## src/inc/pcc_pkg.sv

```systemverilog
// Purpose: Shared constants for the clock configuration block
// Assumes: AXI4-Lite with 32-bit data, 8-bit byte address, one word per register
// Notes:   Register index times four gives the byte address
`default_nettype none

package pcc_pkg;

  ////////////////////////////////////////////////////////////////////////////
  // Bus
  localparam int ADDR_W = 8;
  localparam int DATA_W = 32;
  localparam int IDX_W = 6;
  localparam logic [1:0] RESP_OKAY = 2'h0;
  localparam logic [1:0] RESP_SLVERR = 2'h2;

  ////////////////////////////////////////////////////////////////////////////
  // Register indices
  localparam logic [IDX_W-1:0] IDX_PREDIV = 6'h04;
  localparam logic [IDX_W-1:0] IDX_SETUP0 = 6'h06;
  localparam logic [IDX_W-1:0] IDX_SETUP1 = 6'h08;
  localparam logic [IDX_W-1:0] IDX_SETUP2 = 6'h0a;
  localparam logic [IDX_W-1:0] IDX_SETUP3 = 6'h0c;
  localparam logic [IDX_W-1:0] IDX_MULT = 6'h0e;
  localparam logic [IDX_W-1:0] IDX_DUMMY = 6'h10;
  localparam logic [IDX_W-1:0] IDX_SRC = 6'h12;
  localparam logic [IDX_W-1:0] IDX_IRQ_STAT = 6'h20;
  localparam logic [IDX_W-1:0] IDX_IRQ_MASK = 6'h21;

  ////////////////////////////////////////////////////////////////////////////
  // Fields and reset values
  localparam int LOCK_BIT = 7;
  localparam int PREDIV_W = 6;
  localparam logic [PREDIV_W-1:0] PREDIV_MAX = 6'h20;
  localparam int MULT_W = 7;
  localparam int PDIV_LSB = 3;
  localparam int PDIV_W = 5;
  localparam int SRC_BIT = 0;
  localparam logic [7:0] RST_REG = 8'h00;
  localparam int IRQ_W = 2;
  localparam int IRQ_LOCK = 0;
  localparam int IRQ_SWITCH = 1;

  ////////////////////////////////////////////////////////////////////////////
  // Timing
  localparam int CLK_HZ = 20_000_000;
  localparam int SETTLE_MS = 10;
  localparam int SETTLE_CYC = SETTLE_MS * (CLK_HZ / 1000);

  typedef enum logic [1:0] {SW_RUN, SW_WAIT_LOW, SW_WAIT_NEW} pcc_sw_e;

endpackage

`default_nettype wire

```

## src/rtl/pcc_edge_div.sv

```systemverilog
// Purpose: Divides a stream of edge events into a toggling level
// Assumes: Ratio is at least one; a new ratio is compared on every edge, so it applies to the half period in progress
// Notes:   Equal edge counts per half period keep any ratio at 50/50
`default_nettype none

module pcc_edge_div #(
  parameter int W = 6
) (
  input wire logic aclk,
  input wire logic aresetn,
  input wire logic edge_in,
  input wire logic [W-1:0] ratio,
  output logic level_r,
  output logic edge_r
);

  logic [W-1:0] cnt_r;

  always_ff @(posedge aclk) begin
    if (!aresetn) begin
      cnt_r <= '0;
      level_r <= 1'b0;
      edge_r <= 1'b0;
    end else begin
      edge_r <= 1'b0;
      if (edge_in) begin
        if (cnt_r + W'(1) >= ratio) begin
          cnt_r <= '0;
          level_r <= ~level_r;
          edge_r <= 1'b1;
        end else begin
          cnt_r <= cnt_r + W'(1);
        end
      end
    end
  end

endmodule

`default_nettype wire

```

## src/rtl/pcc_axil.sv

```systemverilog
// Purpose: AXI4-Lite slave front end for the register file
// Assumes: Core decodes addresses combinationally and returns read data the same cycle
// Notes:   One write and one read in flight; write data below lane 0 only
`default_nettype none

module pcc_axil (
  input wire logic aclk,
  input wire logic aresetn,
  input wire logic [pcc_pkg::ADDR_W-1:0] s_axi_awaddr,
  input wire logic s_axi_awvalid,
  output logic s_axi_awready,
  input wire logic [pcc_pkg::DATA_W-1:0] s_axi_wdata,
  input wire logic [3:0] s_axi_wstrb,
  input wire logic s_axi_wvalid,
  output logic s_axi_wready,
  output logic [1:0] s_axi_bresp,
  output logic s_axi_bvalid,
  input wire logic s_axi_bready,
  input wire logic [pcc_pkg::ADDR_W-1:0] s_axi_araddr,
  input wire logic s_axi_arvalid,
  output logic s_axi_arready,
  output logic [pcc_pkg::DATA_W-1:0] s_axi_rdata,
  output logic [1:0] s_axi_rresp,
  output logic s_axi_rvalid,
  input wire logic s_axi_rready,
  output logic wr_en,
  output logic [pcc_pkg::ADDR_W-1:0] wr_addr,
  output logic [7:0] wr_data,
  input wire logic wr_hit,
  output logic rd_en,
  input wire logic rd_hit,
  input wire logic [7:0] rd_data
);

  logic aw_have_r;
  logic w_have_r;
  logic [pcc_pkg::ADDR_W-1:0] awaddr_r;
  logic [7:0] wdata_r;
  logic wlane_r;
  logic aw_have_nxt;
  logic w_have_nxt;
  logic bvalid_nxt;
  logic rvalid_nxt;

  // Ready flops follow the next holding state, so they match a gate on the current state
  assign aw_have_nxt = !(aw_have_r && w_have_r) && (aw_have_r || (s_axi_awvalid && s_axi_awready));
  assign w_have_nxt = !(aw_have_r && w_have_r) && (w_have_r || (s_axi_wvalid && s_axi_wready));
  assign bvalid_nxt = (aw_have_r && w_have_r) || (s_axi_bvalid && !s_axi_bready);
  assign rvalid_nxt = rd_en || (s_axi_rvalid && !s_axi_rready);

  always_ff @(posedge aclk) begin
    if (!aresetn) begin
      s_axi_awready <= 1'b1;
      s_axi_wready <= 1'b1;
      s_axi_arready <= 1'b1;
    end else begin
      s_axi_awready <= !aw_have_nxt && !bvalid_nxt;
      s_axi_wready <= !w_have_nxt && !bvalid_nxt;
      s_axi_arready <= !rvalid_nxt;
    end
  end
  // Lane 0 disabled turns the write into a no-op that still answers
  assign wr_en = aw_have_r && w_have_r && wlane_r;
  assign wr_addr = awaddr_r;
  assign wr_data = wdata_r;
  assign rd_en = s_axi_arvalid && s_axi_arready;

  always_ff @(posedge aclk) begin
    if (!aresetn) begin
      aw_have_r <= 1'b0;
      w_have_r <= 1'b0;
      awaddr_r <= '0;
      wdata_r <= 8'h00;
      wlane_r <= 1'b0;
      s_axi_bvalid <= 1'b0;
      s_axi_bresp <= pcc_pkg::RESP_OKAY;
    end else begin
      if (s_axi_awvalid && s_axi_awready) begin
        aw_have_r <= 1'b1;
        awaddr_r <= s_axi_awaddr;
      end
      if (s_axi_wvalid && s_axi_wready) begin
        w_have_r <= 1'b1;
        wdata_r <= s_axi_wdata[7:0];
        wlane_r <= s_axi_wstrb[0];
      end
      if (aw_have_r && w_have_r) begin
        aw_have_r <= 1'b0;
        w_have_r <= 1'b0;
        s_axi_bvalid <= 1'b1;
        s_axi_bresp <= wr_hit ? pcc_pkg::RESP_OKAY : pcc_pkg::RESP_SLVERR;
      end else if (s_axi_bvalid && s_axi_bready) begin
        s_axi_bvalid <= 1'b0;
      end
    end
  end

  always_ff @(posedge aclk) begin
    if (!aresetn) begin
      s_axi_rvalid <= 1'b0;
      s_axi_rdata <= '0;
      s_axi_rresp <= pcc_pkg::RESP_OKAY;
    end else if (rd_en) begin
      s_axi_rvalid <= 1'b1;
      s_axi_rdata <= {{(pcc_pkg::DATA_W-8){1'b0}}, rd_hit ? rd_data : 8'h00};
      s_axi_rresp <= rd_hit ? pcc_pkg::RESP_OKAY : pcc_pkg::RESP_SLVERR;
    end else if (s_axi_rvalid && s_axi_rready) begin
      s_axi_rvalid <= 1'b0;
    end
  end

endmodule

`default_nettype wire

```

## src/rtl/pcc_top.sv

```systemverilog
// Purpose: PLL setup registers, system clock source select and panel clock divider
// Assumes: Clocks are modelled as levels that toggle on aclk edges; the external
//          clock input is a pin much slower than aclk
// Notes:   Each toggle of a modelled clock is one edge event; the PLL is a rate model
`default_nettype none

// Contract
// - PLL output equals reference times multiplier field plus one.
// - A write to the dummy register changes no hardware state.
// - Panel clock divides system clock by code plus one; code zero reserved.
// - Panel clock keeps 50/50 duty for every ratio, odd ones too.
// - Source bit zero picks external input, one picks PLL output.
// - PLL counts as stable only after 10 ms settling after configuration.
// - Lock flag at bit 7 of pre-divider register reports PLL stability.
// - Reference is external input divided by pre-divider plus one, max 20h.
module pcc_top #(
  parameter int SETTLE_CYCLES = pcc_pkg::SETTLE_CYC,
  parameter int PER_W = 24
) (
  input wire logic aclk,
  input wire logic aresetn,
  input wire logic [pcc_pkg::ADDR_W-1:0] s_axi_awaddr,
  input wire logic s_axi_awvalid,
  output logic s_axi_awready,
  input wire logic [pcc_pkg::DATA_W-1:0] s_axi_wdata,
  input wire logic [3:0] s_axi_wstrb,
  input wire logic s_axi_wvalid,
  output logic s_axi_wready,
  output logic [1:0] s_axi_bresp,
  output logic s_axi_bvalid,
  input wire logic s_axi_bready,
  input wire logic [pcc_pkg::ADDR_W-1:0] s_axi_araddr,
  input wire logic s_axi_arvalid,
  output logic s_axi_arready,
  output logic [pcc_pkg::DATA_W-1:0] s_axi_rdata,
  output logic [1:0] s_axi_rresp,
  output logic s_axi_rvalid,
  input wire logic s_axi_rready,
  input wire logic external_clock_input,
  output logic system_clock,
  output logic panel_clock,
  output logic pll_lock,
  output logic irq
);

  ////////////////////////////////////////////////////////////////////////////
  // Register bus
  logic wr_en;
  logic [pcc_pkg::ADDR_W-1:0] wr_addr;
  logic [7:0] wr_data;
  logic wr_hit;
  logic rd_en;
  logic rd_hit;
  logic [7:0] rd_data;
  logic [pcc_pkg::IDX_W-1:0] wr_idx;
  logic [pcc_pkg::IDX_W-1:0] rd_idx;

  pcc_axil u_bus (
    .aclk(aclk),
    .aresetn(aresetn),
    .s_axi_awaddr(s_axi_awaddr),
    .s_axi_awvalid(s_axi_awvalid),
    .s_axi_awready(s_axi_awready),
    .s_axi_wdata(s_axi_wdata),
    .s_axi_wstrb(s_axi_wstrb),
    .s_axi_wvalid(s_axi_wvalid),
    .s_axi_wready(s_axi_wready),
    .s_axi_bresp(s_axi_bresp),
    .s_axi_bvalid(s_axi_bvalid),
    .s_axi_bready(s_axi_bready),
    .s_axi_araddr(s_axi_araddr),
    .s_axi_arvalid(s_axi_arvalid),
    .s_axi_arready(s_axi_arready),
    .s_axi_rdata(s_axi_rdata),
    .s_axi_rresp(s_axi_rresp),
    .s_axi_rvalid(s_axi_rvalid),
    .s_axi_rready(s_axi_rready),
    .wr_en(wr_en),
    .wr_addr(wr_addr),
    .wr_data(wr_data),
    .wr_hit(wr_hit),
    .rd_en(rd_en),
    .rd_hit(rd_hit),
    .rd_data(rd_data)
  );

  assign wr_idx = wr_addr[pcc_pkg::ADDR_W-1:2];
  assign rd_idx = s_axi_araddr[pcc_pkg::ADDR_W-1:2];

  ////////////////////////////////////////////////////////////////////////////
  // Registers
  logic [pcc_pkg::PREDIV_W-1:0] prediv_r;
  logic [7:0] setup0_r;
  logic [7:0] setup1_r;
  logic [7:0] setup2_r;
  logic [7:0] setup3_r;
  logic [pcc_pkg::MULT_W-1:0] mult_r;
  logic [7:0] src_r;
  logic [pcc_pkg::IRQ_W-1:0] irq_stat_r;
  logic [pcc_pkg::IRQ_W-1:0] irq_mask_r;
  logic [pcc_pkg::IRQ_W-1:0] irq_evt;
  logic cfg_wr;

  // Setup registers are held only; software owns their fixed values
  // plain storage
  always_ff @(posedge aclk) begin
    if (!aresetn) begin
      prediv_r <= pcc_pkg::RST_REG[pcc_pkg::PREDIV_W-1:0];
      setup0_r <= pcc_pkg::RST_REG;
      setup1_r <= pcc_pkg::RST_REG;
      setup2_r <= pcc_pkg::RST_REG;
      setup3_r <= pcc_pkg::RST_REG;
      mult_r <= pcc_pkg::RST_REG[pcc_pkg::MULT_W-1:0];
      src_r <= pcc_pkg::RST_REG;
      irq_mask_r <= pcc_pkg::RST_REG[pcc_pkg::IRQ_W-1:0];
    end else if (wr_en) begin
      case (wr_idx)
        pcc_pkg::IDX_PREDIV: prediv_r <= wr_data[pcc_pkg::PREDIV_W-1:0];
        pcc_pkg::IDX_SETUP0: setup0_r <= wr_data;
        pcc_pkg::IDX_SETUP1: setup1_r <= wr_data;
        pcc_pkg::IDX_SETUP2: setup2_r <= wr_data;
        pcc_pkg::IDX_SETUP3: setup3_r <= wr_data;
        pcc_pkg::IDX_MULT: mult_r <= wr_data[pcc_pkg::MULT_W-1:0];
        pcc_pkg::IDX_SRC: src_r <= {wr_data[7:pcc_pkg::PDIV_LSB], 2'h0, wr_data[pcc_pkg::SRC_BIT]};
        pcc_pkg::IDX_IRQ_MASK: irq_mask_r <= wr_data[pcc_pkg::IRQ_W-1:0];
        default: begin
        end
      endcase
    end
  end

  // Any PLL-affecting write restarts settling; the dummy slot does not
  assign cfg_wr = wr_en && (wr_idx == pcc_pkg::IDX_PREDIV || wr_idx == pcc_pkg::IDX_SETUP0 ||
                            wr_idx == pcc_pkg::IDX_SETUP1 || wr_idx == pcc_pkg::IDX_SETUP2 ||
                            wr_idx == pcc_pkg::IDX_SETUP3 || wr_idx == pcc_pkg::IDX_MULT);

  always_comb begin
    wr_hit = 1'b1;
    case (wr_idx)
      pcc_pkg::IDX_PREDIV, pcc_pkg::IDX_SETUP0, pcc_pkg::IDX_SETUP1, pcc_pkg::IDX_SETUP2,
      pcc_pkg::IDX_SETUP3, pcc_pkg::IDX_MULT, pcc_pkg::IDX_DUMMY, pcc_pkg::IDX_SRC,
      pcc_pkg::IDX_IRQ_STAT, pcc_pkg::IDX_IRQ_MASK: wr_hit = 1'b1;
      default: wr_hit = 1'b0;
    endcase
  end

  always_comb begin
    rd_hit = 1'b1;
    rd_data = 8'h00;
    case (rd_idx)
      pcc_pkg::IDX_PREDIV: rd_data = {pll_lock, 1'b0, prediv_r};
      pcc_pkg::IDX_SETUP0: rd_data = setup0_r;
      pcc_pkg::IDX_SETUP1: rd_data = setup1_r;
      pcc_pkg::IDX_SETUP2: rd_data = setup2_r;
      pcc_pkg::IDX_SETUP3: rd_data = setup3_r;
      pcc_pkg::IDX_MULT: rd_data = {1'b0, mult_r};
      pcc_pkg::IDX_DUMMY: rd_data = 8'h00;
      pcc_pkg::IDX_SRC: rd_data = src_r;
      pcc_pkg::IDX_IRQ_STAT: rd_data = {{(8-pcc_pkg::IRQ_W){1'b0}}, irq_stat_r};
      pcc_pkg::IDX_IRQ_MASK: rd_data = {{(8-pcc_pkg::IRQ_W){1'b0}}, irq_mask_r};
      default: rd_hit = 1'b0;
    endcase
  end

  // Read clears, but an event in the same cycle survives
  always_ff @(posedge aclk) begin
    if (!aresetn) begin
      irq_stat_r <= '0;
    end else if (rd_en && rd_idx == pcc_pkg::IDX_IRQ_STAT) begin
      irq_stat_r <= irq_evt;
    end else begin
      irq_stat_r <= irq_stat_r | irq_evt;
    end
  end

  always_ff @(posedge aclk) begin
    if (!aresetn) begin
      irq <= 1'b0;
    end else begin
      irq <= |(irq_stat_r & irq_mask_r);
    end
  end

  ////////////////////////////////////////////////////////////////////////////
  // External clock pin
  logic ext_meta_r;
  logic ext_sync_r;
  logic ext_prev_r;
  logic ext_edge;

  always_ff @(posedge aclk) begin
    if (!aresetn) begin
      ext_meta_r <= 1'b0;
      ext_sync_r <= 1'b0;
      ext_prev_r <= 1'b0;
    end else begin
      ext_meta_r <= external_clock_input;
      ext_sync_r <= ext_meta_r;
      ext_prev_r <= ext_sync_r;
    end
  end

  assign ext_edge = ext_sync_r ^ ext_prev_r;

  ////////////////////////////////////////////////////////////////////////////
  // PLL reference and output rate model
  logic [pcc_pkg::PREDIV_W-1:0] ref_ratio;
  logic ref_level;
  logic ref_edge;
  logic [PER_W-1:0] per_cnt_r;
  logic [PER_W-1:0] per_r;
  logic [PER_W-1:0] acc_r;
  logic [PER_W-1:0] acc_sum;
  logic [PER_W-1:0] mult_step;
  logic pll_edge;

  assign ref_ratio = (prediv_r > pcc_pkg::PREDIV_MAX ? pcc_pkg::PREDIV_MAX : prediv_r) +
                     pcc_pkg::PREDIV_W'(1);

  pcc_edge_div #(.W(pcc_pkg::PREDIV_W)) u_ref_div (
    .aclk(aclk),
    .aresetn(aresetn),
    .edge_in(ext_edge),
    .ratio(ref_ratio),
    .level_r(ref_level),
    .edge_r(ref_edge)
  );

  // Reference period in aclk cycles, taken on each rising reference edge
  always_ff @(posedge aclk) begin
    if (!aresetn) begin
      per_cnt_r <= '0;
      per_r <= '0;
    end else if (ref_edge && ref_level) begin
      per_cnt_r <= PER_W'(1);
      per_r <= per_cnt_r;
    end else if (per_cnt_r != '1) begin
      per_cnt_r <= per_cnt_r + PER_W'(1);
    end
  end

  // two edges per output period, (field + 1) periods per reference period
  assign mult_step = PER_W'({mult_r, 1'b0}) + PER_W'(2);
  assign acc_sum = acc_r + mult_step;
  assign pll_edge = (per_r != '0) && (acc_sum >= per_r);

  // Output edge rate saturates at one per aclk cycle
  always_ff @(posedge aclk) begin
    if (!aresetn) begin
      acc_r <= '0;
    end else if (per_r == '0) begin
      acc_r <= '0;
    end else if (pll_edge) begin
      acc_r <= (acc_sum - per_r >= per_r) ? '0 : acc_sum - per_r;
    end else begin
      acc_r <= acc_sum;
    end
  end

  ////////////////////////////////////////////////////////////////////////////
  // Lock after settling
  logic [31:0] settle_r;

  always_ff @(posedge aclk) begin
    if (!aresetn) begin
      settle_r <= '0;
      pll_lock <= 1'b0;
    end else if (cfg_wr) begin
      settle_r <= '0;
      pll_lock <= 1'b0;
    end else if (settle_r + 32'(1) >= 32'(SETTLE_CYCLES)) begin
      pll_lock <= 1'b1;
    end else begin
      settle_r <= settle_r + 32'(1);
    end
  end

  ////////////////////////////////////////////////////////////////////////////
  // System clock source switch
  pcc_pkg::pcc_sw_e sw_r;
  logic cur_src_r;
  logic want_src;
  logic old_edge;
  logic new_edge;
  logic sys_edge;
  logic lock_prev_r;

  assign want_src = src_r[pcc_pkg::SRC_BIT];
  assign old_edge = cur_src_r ? pll_edge : ext_edge;
  assign new_edge = cur_src_r ? ext_edge : pll_edge;
  assign sys_edge = (sw_r == pcc_pkg::SW_RUN) ? old_edge :
                    (sw_r == pcc_pkg::SW_WAIT_LOW) ? (old_edge && system_clock) :
                    new_edge;

  // park low, then resume on the new source
  always_ff @(posedge aclk) begin
    if (!aresetn) begin
      sw_r <= pcc_pkg::SW_RUN;
      cur_src_r <= 1'b0;
    end else begin
      case (sw_r)
        pcc_pkg::SW_RUN: begin
          if (want_src != cur_src_r) begin
            sw_r <= pcc_pkg::SW_WAIT_LOW;
          end
        end
        pcc_pkg::SW_WAIT_LOW: begin
          if (!system_clock || (old_edge && system_clock)) begin
            sw_r <= pcc_pkg::SW_WAIT_NEW;
          end
        end
        pcc_pkg::SW_WAIT_NEW: begin
          if (new_edge) begin
            cur_src_r <= ~cur_src_r;
            sw_r <= pcc_pkg::SW_RUN;
          end
        end
        default: sw_r <= pcc_pkg::SW_RUN;
      endcase
    end
  end

  always_ff @(posedge aclk) begin
    if (!aresetn) begin
      system_clock <= 1'b0;
    end else if (sys_edge) begin
      system_clock <= ~system_clock;
    end
  end

  ////////////////////////////////////////////////////////////////////////////
  // Panel clock
  logic [pcc_pkg::PDIV_W-1:0] pdiv_code;
  logic [pcc_pkg::PDIV_W:0] pdiv_ratio;
  logic sys_edge_r;

  // Registered so the divider sees the same edge that toggled system_clock
  always_ff @(posedge aclk) begin
    if (!aresetn) begin
      sys_edge_r <= 1'b0;
    end else begin
      sys_edge_r <= sys_edge;
    end
  end

  // reserved code behaves as the smallest ratio
  assign pdiv_code = src_r[pcc_pkg::PDIV_LSB +: pcc_pkg::PDIV_W];
  assign pdiv_ratio = (pdiv_code == '0) ? (pcc_pkg::PDIV_W+1)'(2) :
                      {1'b0, pdiv_code} + (pcc_pkg::PDIV_W+1)'(1);

  // equal system edges per half period
  pcc_edge_div #(.W(pcc_pkg::PDIV_W + 1)) u_pclk_div (
    .aclk(aclk),
    .aresetn(aresetn),
    .edge_in(sys_edge_r),
    .ratio(pdiv_ratio),
    .level_r(panel_clock),
    .edge_r()
  );

  ////////////////////////////////////////////////////////////////////////////
  // Interrupt events
  always_ff @(posedge aclk) begin
    if (!aresetn) begin
      lock_prev_r <= 1'b0;
    end else begin
      lock_prev_r <= pll_lock;
    end
  end

  assign irq_evt[pcc_pkg::IRQ_LOCK] = pll_lock && !lock_prev_r;
  assign irq_evt[pcc_pkg::IRQ_SWITCH] = (sw_r == pcc_pkg::SW_WAIT_NEW) && new_edge;

endmodule

`default_nettype wire

```

## config.mk

```make
export PLATFORM = sky130hd
export DESIGN_NAME = pcc_top
export DESIGN_NICKNAME = d
export VERILOG_FILES = /design/src/inc/pcc_pkg.sv /design/src/rtl/pcc_edge_div.sv /design/src/rtl/pcc_axil.sv /design/src/rtl/pcc_top.sv
export SDC_FILE = /design/constraint.sdc
export NUM_CORES = 1
export LEC_CHECK = 0
export ABC_AREA = 1
export BUFFER_PORTS_ARGS = -buffer_cell sky130_fd_sc_hd__buf_2
export CAP_MARGIN = 5
export CORE_ASPECT_RATIO = 1.75
export CORE_MARGIN = 2
export CORE_UTILIZATION = 40
export CTS_BUF_LIST = sky130_fd_sc_hd__clkbuf_4 sky130_fd_sc_hd__clkbuf_8
export DETAILED_ROUTE_END_ITERATION = 8
export PLACE_DENSITY = 0.67
export SLEW_MARGIN = 25
export SYNTH_ARGS = -nofsm -noshare
export SYNTH_HDL_FRONTEND = slang
export SYNTH_HIERARCHICAL = 1
export SYNTH_SLANG_ARGS = --single-unit
```

## constraint.sdc

```tcl
create_clock -name aclk -period 6.5 [get_ports aclk]
set_input_delay 0.65 -clock aclk [delete_from_list [all_inputs] [get_ports aclk]]
set_output_delay 0.65 -clock aclk [all_outputs]
set_load 0.02 [all_outputs]
```

==> results <==
- Once detail routing completed, the nets flagged for antenna violations numbered 0.
- The final setup violation count is 0.
- The total power of the final layout is 5.63 mW.
- The worst path uses 87.9% of the clock period.
- The headroom to the max-slew limit is 36.4%.
- The number of cells on the worst reg-to-reg path is 30.
- Dividing total power by cell area gives a power density of 380 nW/um2.
- The utilization after layout is 44.2%.
- The global router's overall resource usage is 21.2%.
- In this run the most critical hold path is launched from external_clock_input.
- The path type of the worst setup path is reg -> reg.
- In this design, the stage delay of the slowest critical-path cell is 0.40 ns.
- The static leakage is 6.76 nW.
- The slowest stage of the critical path belongs to the cell fa_1.
- In this design, the critical path's most frequently occurring cell is nand2_1.
- The number of buffers added for setup after CTS is 0.
- The per-instance average area after synthesis is 6.62 um2.
- The number of clock buffers added by TritonCTS is 37.
- The violation count after the first detailed-routing iteration is 556.
- The count of mapped cells out of synthesis is 2041.
- The layout has 3510 filler cells.
- STA puts the critical path data arrival time at 6.15 ns.
- In this run the worst hold path is classified as in -> reg.
- The height of the die is 247 um.
- The CTS tree is built.
- The total overflow left after global routing is 0.
- The detailed placement HPWL is 29000 um.
- Across all register-to-register paths, the minimum setup slack is 0.79 ns.
- The number of vias per cell after detailed routing is 5.02.
- The reg-to-reg critical path endpoint is acc_r[12].
- The highest ir drop seen on vdd is 320 uV.
- Measured along the x axis, the die boundary spans 143 um.
- The count of endpoints failing hold in the final timing report is 0.
- The routed layout has 12900 vias.
- For the pin with the worst max-slew slack, the measured transition is 0.953 ns.
- The run finished with clean final reports.
- The number of pins with negative max-slew slack in the final report came to 0.
- The pin count of the biggest net entering global routing is 75.
- For this run, the top clock speed supported by timing is 175 MHz.
- The hold-critical path endpoint is ext_meta_r.
- The detailed-routing iteration count for the pre-antenna-repair pass is 5.
- The post-synthesis cell area is 13500 um2.
- The critical path launch point type is a register.
- The worst register-to-register path begins at mult_r[1].
- The minimum period implied by the final worst setup slack is 5.71 ns.
- The count of cells resized by post-cts repair is 0.
- The placed standard-cell area is 14100 um2.
- The count of hold buffers inserted by post-cts repair is 0.
- CTS placed an instance of clkbuf_8 at the clock tree root.
- The number of placed I/O pins is 105.
- The number of placement rows is 89.
- The H-tree depth reported by CTS is 2.
- Counting every sink on the clock net gives 217.
- The maximum clock path buffer count is 3.
- The via count of the first global-routing pass is 12600.
- The initial utilization of the core area, before any placement, comes to 40.3%.
- The region available for standard cell placement spans 33500 um2.
- The detailed-route wire length is 37100 um.
- Summed over all failing endpoints, the final setup total negative slack is 0 ns.
- The highest net fanout along the worst path is 17.
- The Yosys step of the flow raised 6 warnings.
- For this run, design rule violations remaining after detail routing come to 0.
- The global-route wire length before repair is 60200 um.
- The number of buffer cells added on primary ports is 47.
- The floorplan step defined a die boundary enclosing 35300 um2.
- Along the worst hold path, the cell count comes to 3.
- The finished cells cover 14800 um2.
- The later pin in the worst-skew pair is clocked with a latency of 0.57 ns.
- The worst clock skew on the final layout is 0.0266 ns.
- After detailed routing, the average wire length per cell comes to 14.4 um.
- In the final design database the tool counted 2236 nets.
- Across the run, the number of max-cap violations was 0.
- The kind of end point of the critical path is a register.
- The number of antenna violations at the first check in global routing is 1.
- Of the cells placed in the final design, the portion with a size suffix greater than 1 is 7.75%.
- STA puts the critical path data required time at 6.94 ns.
- The area added between synthesis and finish is 9.69%.
- Setup repair after global routing left no endpoint under its margin.
- The clock slew at the register clock pins of the worst setup and hold paths is 0.06 ns.
- The routability-driven placement congestion ratio is 1.09.
worst max-delay path: cells and delay by family (launching register included):
kind / cells / cell delay, ns
adders and majority gates: 5 / 1.56
buffers and inverters: 4 / 0.43
and+or+nand+nor: 17 / 2.41
DFF: 1 / 0.34
AOI/OAI and AO/OA: 2 / 0.30
xor gates and xnor gates: 2 / 0.52
cells in the final DEF, fill, tap and decap left out, types with 4 or more instances in the layout:
master and count:
nand3b_1 4, nand3_1 105, clkinv_1 4, nor4_1 6
clkinv_2 4, a21o_1 5, a21oi_1 146, nor2_4 5
nand2_1 441, nor3_1 42, buf_4 7, nor2_2 8
xor2_1 53, o21ai_0 131, nor2_1 314, inv_1 271
clkbuf_8 43, a22oi_1 9, inv_2 4, o21bai_1 8
clkbuf_4 10, o2111ai_1 6, conb_1 26, xnor2_1 19
nor3_2 9, nand4_1 36, buf_2 46, o211ai_1 4
nand2_2 12, a221oi_1 7, dfxtp_1 217, ha_1 82
report_power, final:
group	switching [mW]	leakage, nW	internal, mW
Clock	0.582	0.403	0.706
Sequential	0.0460	1.76	1.38
Combinational	1.95	4.60	0.966
Total	2.58	6.76	3.05
final cells by class:
class                           instances  area, um2  share of cell area (%)
Multi-Input combinational cell       1504       7820                    52.8
Sequential cell                       217       4340                    29.3
Inverter                              279       1050                    7.06
Clock buffer                           53        667                    4.50
Tap cell                              455        569                    3.84
Timing Repair Buffer                   53        283                    1.91
Clock inverter                          9       93.8                   0.633
Antenna cell                            1       2.50                  0.0169
state kept, by name (all words and copies together) (netlist names), 6 cells and up:
name and cells:
per_r 24, setup3_r 8, settle_r 32, u_bus/s_axi_rdata 8, mult_r 7, u_bus/wr_data 8
setup0_r 8, u_bus/wr_addr 6, src_r 6, per_cnt_r 24, acc_r 24, u_ref_div/cnt_r 6
setup2_r 8, u_pclk_div/cnt_r 6, prediv_r 6, setup1_r 8
through the flow:
step / hold WS (ns) / setup slack [ns] / cells
floorplan: 0.390 / 1.97 / 2066
global placement: 0.411 / 0.855 / 2508
detailed placement: 0.427 / 0.811 / 2508
CTS: 0.276 / 0.783 / 2570
global route: 0.301 / 0.147 / 2571
finish: 0.298 / 0.786 / 2571
worst max-delay path by stage:
stage               startpoint   endpoint  slack, ns
detailed placement   mult_r[1]  acc_r[19]       0.81
CTS                  mult_r[1]  acc_r[19]       0.78
global route         mult_r[0]  acc_r[19]       0.15
global placement     mult_r[1]  acc_r[18]       0.86
finish               mult_r[1]  acc_r[12]       0.79
floorplan            mult_r[1]  acc_r[10]       1.97
layer usage:
metal / share of wire (%) / global-route usage (%) / vias up / wire, um
met3: 3.0 / 2.79 / 156 / 1120
met2: 53 / 41.1 / 291 / 19700
met5: 0 / 0 / - / 0
li1: - / - / 6634 / -
met1: 36 / 19.8 / 5828 / 13300
met4: 7.9 / 15.1 / 0 / 2930
Note: power is estimated with default switching activity, not from simulation.
